<file path="src/include/opamp_cfg.svh">
// Register map, field positions, reset values and widths of the amplifier
// control block. Included by the package, the control module and the bench.
`ifndef OPAMP_CFG_SVH
`define OPAMP_CFG_SVH

// Byte offsets on the register bus
`define AMP_CONTROL_OFFSET 8'h00
`define CHAN_SELECT_OFFSET 8'h04
`define PIN_IO_OFFSET 8'h08

// Control register fields
`define AMP_ON_BIT 7
`define LEVEL_BIT 6
`define TRIM_MODE_BIT 5
`define TRIM_REF_BIT 4
`define TRIM_LSB 0
`define TRIM_W 4

// Channel select field
`define CHAN_SEL_W 3
`define CHAN_FIRST_ADC 3'h1
`define CHAN_LAST_ADC 3'h5

// Pin I/O register fields
`define PIN_OUT_BIT 0
`define PIN_DRIVE_BIT 1
`define PIN_LEVEL_BIT 2

// Reset values
`define AMP_CONTROL_RESET 8'h00
`define CHAN_SELECT_RESET 3'h0
`define PIN_IO_RESET 2'h0

`endif

</file>
<file path="src/include/opamp_pkg.sv">
// Types shared by the amplifier control block and its pin decoder.
// Assumes opamp_cfg.svh on the include path.
`include "opamp_cfg.svh"

package opamp_pkg;

  typedef logic [`CHAN_SEL_W-1:0] chan_sel_t;
  typedef logic [`TRIM_W-1:0] trim_t;

  typedef enum logic [2:0] {
    PIN_DIGITAL_IO,
    PIN_DIGITAL_IN,
    PIN_ADC_IN,
    PIN_AMP_OUT,
    PIN_AMP_OUT_ADC
  } pin_func_e;

endpackage

</file>
<file path="src/include/pin_ctrl_if.sv">
// Signals between the control block and its pin function decoder.
// Assumes opamp_pkg compiled first.
`timescale 1ns/100ps

interface pin_ctrl_if;
  import opamp_pkg::*;

  logic option_en;
  logic amp_on_bit;
  chan_sel_t converter_channel_select;
  pin_func_e pin_func;
  logic amp_run;

  modport owner (
    output option_en,
    output amp_on_bit,
    output converter_channel_select,
    input pin_func,
    input amp_run
  );

  modport decoder (
    input option_en,
    input amp_on_bit,
    input converter_channel_select,
    output pin_func,
    output amp_run
  );
endinterface

</file>
<file path="src/hdl/pin_function_decode.sv">
// Decodes build option, enable bit and channel select into a pin function.
// Assumes pin_ctrl_if and opamp_pkg; purely combinational.
`timescale 1ns/100ps

module pin_function_decode (
  // Control inputs and decoded function
  pin_ctrl_if.decoder ctl
);
  import opamp_pkg::*;

  logic adc_code;

  always_comb begin
    adc_code = (ctl.converter_channel_select >= `CHAN_FIRST_ADC) &&
               (ctl.converter_channel_select <= `CHAN_LAST_ADC);
    ctl.amp_run = 1'b0;
    ctl.pin_func = PIN_DIGITAL_IO;
    case ({ctl.option_en, ctl.amp_on_bit})
      2'b10: begin
        ctl.pin_func = adc_code ? PIN_ADC_IN : PIN_DIGITAL_IN; // RQ2 RQ3
      end
      2'b11: begin
        ctl.amp_run = 1'b1;
        ctl.pin_func = adc_code ? PIN_AMP_OUT_ADC : PIN_AMP_OUT; // RQ4 RQ5
      end
      default: begin
        ctl.pin_func = adc_code ? PIN_ADC_IN : PIN_DIGITAL_IO; // RQ1
      end
    endcase
  end
endmodule

</file>
<file path="src/hdl/opamp_control_pinmux.sv">
// Amplifier control register, pin function logic and APB slave.
// Assumes a 20 MHz pclk; level and pin inputs are asynchronous to it.
//
// Overview of operation
// RQ1: Option disabled keeps amplifier off; code 000 digital I/O, 001-101 ADC.
// RQ2: Option on, enable 0, code 000: amplifier off, pin digital input.
// RQ3: Option on, enable 0, code 001-101: amplifier off, pin to ADC.
// RQ4: Option on, enable 1, code 000: amplifier on, drives the pin.
// RQ5: Option on, enable 1, code 001-101: amplifier drives pin and ADC.
// RQ6: Software must not set enable with option off; readback undefined.
// RQ7: Control bit 7 switches the amplifier on (1) or off (0).
// RQ8: Control bit 6 shows amplifier output level, read only.
// RQ9: Control bit 5 selects offset cancellation (1) or normal mode (0).
// RQ10: Control bit 4 picks noninverting (1) or inverting (0) reference.
// RQ11: Control bits 0 to 3 are the four-bit offset trim code.
// RQ12: Software calibrates by stepping trim until the level bit flips.
// RQ13: Level bit reads 0 while the amplifier is off.
`timescale 1ns/100ps
`include "opamp_cfg.svh"

module opamp_control_pinmux #(
  parameter int ADDR_W = 8,
  parameter bit AMP_OPTION = 1'b1
) (
  // APB clock and reset
  input wire logic pclk,
  input wire logic presetn,
  // APB slave
  input wire logic psel,
  input wire logic penable,
  input wire logic pwrite,
  input wire logic [ADDR_W-1:0] paddr,
  input wire logic [31:0] pwdata,
  output logic [31:0] prdata,
  output logic pready,
  output logic pslverr,
  // Analog amplifier controls
  input wire logic amp_output_level,
  output logic amp_power_on,
  output logic amp_trim_mode_en,
  output logic amp_ref_noninv_close,
  output logic amp_ref_inv_close,
  output opamp_pkg::trim_t amp_trim_code,
  // Shared analog pin routing
  input wire logic shared_analog_pin_in,
  output logic shared_analog_pin_out,
  output logic shared_analog_pin_oe,
  output logic pin_digital_in_en,
  output logic pin_drive_amp,
  output logic adc_ch0_from_pin,
  output logic adc_ch0_from_amp
);
  import opamp_pkg::*;

  ////////////////////////////////////////////////////////////////////////////
  // Elaboration checks

  if (ADDR_W < 8) begin : g_addr_check
    $error("ADDR_W must be at least 8");
  end

  ////////////////////////////////////////////////////////////////////////////
  // Declarations

  logic amp_on_bit;
  logic trim_mode_select;
  logic trim_reference_select;
  trim_t offset_trim_code;
  chan_sel_t converter_channel_select;
  logic pin_out_data;
  logic pin_drive_en;
  logic level_meta;
  logic level_sync;
  logic pin_meta;
  logic pin_sync;
  pin_func_e pin_func;
  logic setup_phase;
  logic write_take;
  logic ctrl_write;
  logic [31:0] next_prdata;

  pin_ctrl_if ctl ();

  function automatic logic addr_is(input logic [ADDR_W-1:0] a,
                                   input logic [7:0] offset);
    addr_is = (a == ADDR_W'(offset));
  endfunction

  function automatic logic addr_mapped(input logic [ADDR_W-1:0] a);
    addr_mapped = addr_is(a, `AMP_CONTROL_OFFSET) ||
                  addr_is(a, `CHAN_SELECT_OFFSET) ||
                  addr_is(a, `PIN_IO_OFFSET);
  endfunction

  assign setup_phase = psel && !penable;
  assign write_take = psel && penable && pready && pwrite;
  assign ctrl_write = write_take && addr_is(paddr, `AMP_CONTROL_OFFSET);

  ////////////////////////////////////////////////////////////////////////////
  // Input synchronisers

  always_ff @(posedge pclk or negedge presetn) begin
    if (!presetn) begin
      level_meta <= 1'b0;
      level_sync <= 1'b0;
    end else begin
      level_meta <= amp_output_level;
      level_sync <= level_meta;
    end
  end

  always_ff @(posedge pclk or negedge presetn) begin
    if (!presetn) begin
      pin_meta <= 1'b0;
      pin_sync <= 1'b0;
    end else begin
      pin_meta <= shared_analog_pin_in;
      pin_sync <= pin_meta;
    end
  end

  ////////////////////////////////////////////////////////////////////////////
  // Control register

  always_ff @(posedge pclk or negedge presetn) begin
    if (!presetn) begin
      amp_on_bit <= 1'(`AMP_CONTROL_RESET >> `AMP_ON_BIT);
      trim_mode_select <= 1'(`AMP_CONTROL_RESET >> `TRIM_MODE_BIT);
      trim_reference_select <= 1'(`AMP_CONTROL_RESET >> `TRIM_REF_BIT);
      offset_trim_code <= trim_t'(`AMP_CONTROL_RESET);
    end else if (write_take && addr_is(paddr, `AMP_CONTROL_OFFSET)) begin
      amp_on_bit <= pwdata[`AMP_ON_BIT]; // RQ7
      trim_mode_select <= pwdata[`TRIM_MODE_BIT]; // RQ9
      trim_reference_select <= pwdata[`TRIM_REF_BIT]; // RQ10
      offset_trim_code <= pwdata[`TRIM_LSB +: `TRIM_W]; // RQ11
    end
  end

  ////////////////////////////////////////////////////////////////////////////
  // Channel select and pin data registers

  always_ff @(posedge pclk or negedge presetn) begin
    if (!presetn) begin
      converter_channel_select <= `CHAN_SELECT_RESET;
    end else if (write_take && addr_is(paddr, `CHAN_SELECT_OFFSET)) begin
      converter_channel_select <= pwdata[`CHAN_SEL_W-1:0];
    end
  end

  always_ff @(posedge pclk or negedge presetn) begin
    if (!presetn) begin
      {pin_drive_en, pin_out_data} <= `PIN_IO_RESET;
    end else if (write_take && addr_is(paddr, `PIN_IO_OFFSET)) begin
      pin_out_data <= pwdata[`PIN_OUT_BIT];
      pin_drive_en <= pwdata[`PIN_DRIVE_BIT];
    end
  end

  ////////////////////////////////////////////////////////////////////////////
  // Pin function decoder

  assign ctl.option_en = AMP_OPTION;
  assign ctl.amp_on_bit = amp_on_bit;
  assign ctl.converter_channel_select = converter_channel_select;

  pin_function_decode u_decode (
    .ctl(ctl)
  );

  ////////////////////////////////////////////////////////////////////////////
  // Registered analog and pin controls

  always_ff @(posedge pclk or negedge presetn) begin
    if (!presetn) begin
      pin_func <= PIN_DIGITAL_IO;
      amp_power_on <= 1'b0;
      amp_trim_code <= '0;
      amp_trim_mode_en <= 1'b0;
      amp_ref_noninv_close <= 1'b0;
      amp_ref_inv_close <= 1'b0;
    end else begin
      pin_func <= ctl.pin_func;
      amp_power_on <= ctl.amp_run; // RQ1 RQ7
      amp_trim_code <= offset_trim_code; // RQ11
      amp_trim_mode_en <= trim_mode_select; // RQ9
      amp_ref_noninv_close <= trim_mode_select && trim_reference_select; // RQ10
      amp_ref_inv_close <= trim_mode_select && !trim_reference_select; // RQ10
    end
  end

  always_ff @(posedge pclk or negedge presetn) begin
    if (!presetn) begin
      shared_analog_pin_out <= 1'b0;
      shared_analog_pin_oe <= 1'b0;
      pin_digital_in_en <= 1'b0;
      pin_drive_amp <= 1'b0;
      adc_ch0_from_pin <= 1'b0;
      adc_ch0_from_amp <= 1'b0;
    end else begin
      shared_analog_pin_out <= pin_out_data;
      shared_analog_pin_oe <= (ctl.pin_func == PIN_DIGITAL_IO) &&
                              pin_drive_en; // RQ1 RQ2
      pin_digital_in_en <= (ctl.pin_func == PIN_DIGITAL_IO) ||
                           (ctl.pin_func == PIN_DIGITAL_IN); // RQ2
      pin_drive_amp <= (ctl.pin_func == PIN_AMP_OUT) ||
                       (ctl.pin_func == PIN_AMP_OUT_ADC); // RQ4 RQ5
      adc_ch0_from_pin <= (ctl.pin_func == PIN_ADC_IN); // RQ3
      adc_ch0_from_amp <= (ctl.pin_func == PIN_AMP_OUT_ADC); // RQ5
    end
  end

  ////////////////////////////////////////////////////////////////////////////
  // APB read data and answer

  always_comb begin
    next_prdata = 32'h0000_0000;
    if (addr_is(paddr, `AMP_CONTROL_OFFSET)) begin
      next_prdata[`AMP_ON_BIT] = amp_on_bit;
      next_prdata[`LEVEL_BIT] = amp_power_on && level_sync; // RQ8 RQ13
      next_prdata[`TRIM_MODE_BIT] = trim_mode_select;
      next_prdata[`TRIM_REF_BIT] = trim_reference_select;
      next_prdata[`TRIM_LSB +: `TRIM_W] = offset_trim_code;
    end else if (addr_is(paddr, `CHAN_SELECT_OFFSET)) begin
      next_prdata[`CHAN_SEL_W-1:0] = converter_channel_select;
    end else if (addr_is(paddr, `PIN_IO_OFFSET)) begin
      next_prdata[`PIN_OUT_BIT] = pin_out_data;
      next_prdata[`PIN_DRIVE_BIT] = pin_drive_en;
      next_prdata[`PIN_LEVEL_BIT] = pin_sync && pin_digital_in_en;
    end
  end

  always_ff @(posedge pclk or negedge presetn) begin
    if (!presetn) begin
      pready <= 1'b0;
      pslverr <= 1'b0;
      prdata <= 32'h0000_0000;
    end else begin
      pready <= setup_phase;
      pslverr <= setup_phase && !addr_mapped(paddr);
      if (setup_phase && !pwrite) begin
        prdata <= next_prdata;
      end
    end
  end
endmodule

</file>
<file path="config.mk">
export PLATFORM = sky130hd
export DESIGN_NAME = opamp_control_pinmux
export DESIGN_NICKNAME = d
export VERILOG_FILES = /design/src/include/opamp_pkg.sv /design/src/include/pin_ctrl_if.sv /design/src/hdl/pin_function_decode.sv /design/src/hdl/opamp_control_pinmux.sv
export VERILOG_INCLUDE_DIRS = /design/src /design/src/include
export SDC_FILE = /design/constraint.sdc
export NUM_CORES = 1
export LEC_CHECK = 0
export ABC_AREA = 1
export ABC_CLOCK_PERIOD_IN_PS = 1400
export BUFFER_PORTS_ARGS = -buffer_cell sky130_fd_sc_hd__buf_2
export CORE_ASPECT_RATIO = 0.9
export CORE_MARGIN = 2
export CORE_UTILIZATION = 44
export DETAILED_ROUTE_END_ITERATION = 8
export GPL_ROUTABILITY_DRIVEN = 0
export PLACE_DENSITY_LB_ADDON = 0.25
export SLEW_MARGIN = 10
export SYNTH_ARGS = -nofsm -noshare
export SYNTH_HDL_FRONTEND = slang
export SYNTH_SLANG_ARGS = --single-unit
</file>
<file path="constraint.sdc">
create_clock -name pclk -period 1.4 [get_ports pclk]
set_clock_uncertainty 0.15 [all_clocks]
set_input_delay 0.14 -clock pclk [delete_from_list [all_inputs] [get_ports pclk]]
set_output_delay 0.14 -clock pclk [all_outputs]
set_load 0.005 [all_outputs]
</file>
==> metrics.txt <==
unrepaired setup endpoints after global routing yes; CTS max path bufs 2; max cap viols 0; die height 63.9 um; Detailed Place HPWL 2250 um; Pwr Total 2260 uW; I/O pin cnt 95; initial core utilization 46.4%; proportion of layout cells with a drive suffix above 1 30.1%; Post-Layout Cell Count 292; Antenna Nets Post-Route 0; Crit-path slowest cell dfrtp_1; total placed cells including tap cells 274; buffers added on ports 45; ant diodes 0; hold_ws 0.00317 ns; clock sink count 40; initial antenna violation count 0; CP bufs+invs 0; Via Count 1256; Pre-antenna DRT Iters 4; Placed Instance Area 0.00196 sq mm; CP required 1.43 ns; CP top delay family simple AND/OR/NAND/NOR gates; worst min path class in -> reg; Setup CP Type reg -> reg; final max-slew violation count 0; number of global-route vias before repair 1157; area share of the largest cell type after synthesis 57.0%; register bit total from synthesis 40; CTS tree built; site row count 21; Total GRT Usage 15.0%; sequential cell area fraction in the yosys report 57.0%; Avg Cell Area, Syn 9.60 sq um; DR WL/cell 10.5 um; Hold Vio Cnt, Final 0; Congestion Overflow GR 0; Routed WL 3080 um; CP Capture Type register; Syn-to-layout area delta 23.5%; pre-CTS setup slack 0.101 ns; design area 0.00217 sq mm; count of warnings emitted by yosys 0; Die ar. 0.00451 sq mm; final critical-path required period 1.26 ns; global-route wire length before repair 5170 um; post-synthesis cell count 183; starting DRC count in detailed routing 80; CP cell instances nand3_1 > nor2_2 > nand2_4 > nor2_1 > a21oi_2; startpoint type of the worst setup path register; Filler Cells Inserted 338; status completed; mapped cell area 0.00176 sq mm; Critical Path Max Stage Delay 0.34 ns; Die W 70.6 um; CTS root buf clkbuf_8; final setup fails 0; Core Footprint 0.00378 sq mm; VDD IR-drop max 0.747 mV; CTS clock-pin slew for the worst setup and hold paths 0.07 ns; post-synthesis cell type count 24; final setup margin 0.136 ns; Fmax 791 MHz; nets 292; power per standard cell area 1040 mW/mm^2; Post-CTS Setup Bufs 0; synth top area cells dfrtp_1 57%, buf_4 10%, nand2_1 6.8%, inv_1 4.7%, nor2_1 3.6%; DR DRC count 0; vias per cell 4.30; Leakage 0.00120 uW; total CTS buffers 5; arrival time worst endpoint 1.30 ns; largest net degree at the start of global routing 26; clock insertion delay at the later pin of the skew report 0.29 ns; fin crit share 90.3%; CTS HTree Levels 2; Yosys top cell by area dfrtp_1; Max FO, Critical Path 14
-- synthesized netlist by cell type (all sizes together) --
library cell	n
a21oi	6
buf	26
clkbuf	1
clkinv	1
conb	1
dfrtp	40
inv	23
nand2	36
nand3	10
nand3b	1
nor2	22
nor3	1
o21ai	10
o31ai	4
or2	1
-- registers in the layout, indices dropped and copies added (netlist names), 3 cells and up --
name / cells
converter_channel_select: 3
prdata: 8
offset_trim_code: 4
amp_trim_code: 4
-- cell usage in the layout, fill, tap and decap left out, drive strengths merged --
cell         instances
dfrtp               40
inv                 23
clkinv               2
o31ai                4
dlygate4sd3         10
nor2                22
a21oi                6
nand3b               1
o21ai               10
nor3                 1
bufinv               1
conb                25
nand3               10
nand2               36
or2                  1
clkinvlp             1
buf                 48
clkbuf               5
-- where the power goes --
| group | switching [uW] | leakage [uW] | internal, uW |
|---|---|---|---|
| registers | 6.73 | 0.000496 | 1170 |
| logic | 90.7 | 0.000654 | 69.6 |
| clock network | 396 | 0.0000541 | 527 |
-- cells by family after synthesis --
family	Yosys count	synth area share, %
flip-flops	40	57.0
other	1	0.213
AND/OR/NAND/NOR	71	18.2
buffers and inverters	51	16.9
AO/OA/AOI/OAI	20	7.76
-- per-layer routing --
metal / share of wire (%) / track usage, % / vias up
met2: 49 / 23.5 / 41
li1: - / - / 634
met3: 5.8 / 5.36 / 4
met1: 44 / 19.8 / 577
met4: 1.4 / 4.25 / 0
met5: 0 / 0 / -
-- stage by stage --
step | utilization, % | TNS, ns
global placement | 51.8 | 0
CTS | 57.3 | 0
floorplan | - | 0
global route | 57.3 | -0.00476
detailed placement | 51.8 | 0
finish | 57.3 | 0
-- area by class of cell --
| class | count | area (sq um) | share of cell area, % |
|---|---|---|---|
| clock inverter | 3 | 42.5 | 1.96 |
| clock buffer | 5 | 68.8 | 3.17 |
| tap | 46 | 57.6 | 2.65 |
| sequential | 40 | 1000 | 46.1 |
| inverter | 24 | 90.1 | 4.15 |
| multi-input combinational | 116 | 549 | 25.3 |
| timing repair buffer | 58 | 360 | 16.6 |
-- path summary, 6_finish.rpt --
kind | from | end | slack [ns] | cells after the start
worst max-delay path | pready$_DFF_PN0_ | trim_reference_select$_DFFE_PN0P_ | 0.14 | 5
worst min-delay path | pwdata[0] | offset_trim_code[0]$_DFFE_PN0P_ | 0.003 | 3
worst max register to register | pready$_DFF_PN0_ | trim_reference_select$_DFFE_PN0P_ | 0.14 | 5
worst min register to register | pin_meta$_DFF_PN0_ | pin_sync$_DFF_PN0_ | 0.20 | 0
max in group asynchronous | presetn | pready$_DFF_PN0_ | 0.51 | 3
min in group asynchronous | presetn | shared_analog_pin_oe$_DFF_PN0_ | 0.14 | 2
-- worst min-delay path, cell delays in order --
cell	delay, ns
buf_2	0.07
inv_1	0.07
o21ai_2	0.13
-- timing repair --
item	4_1_cts	5_1_grt
resized for setup	0	0
endpoints found under the setup margin	0	1
hold endpoints to repair	51	0
hold buffers	10	0
Note: power is estimated with default switching activity, not from simulation.
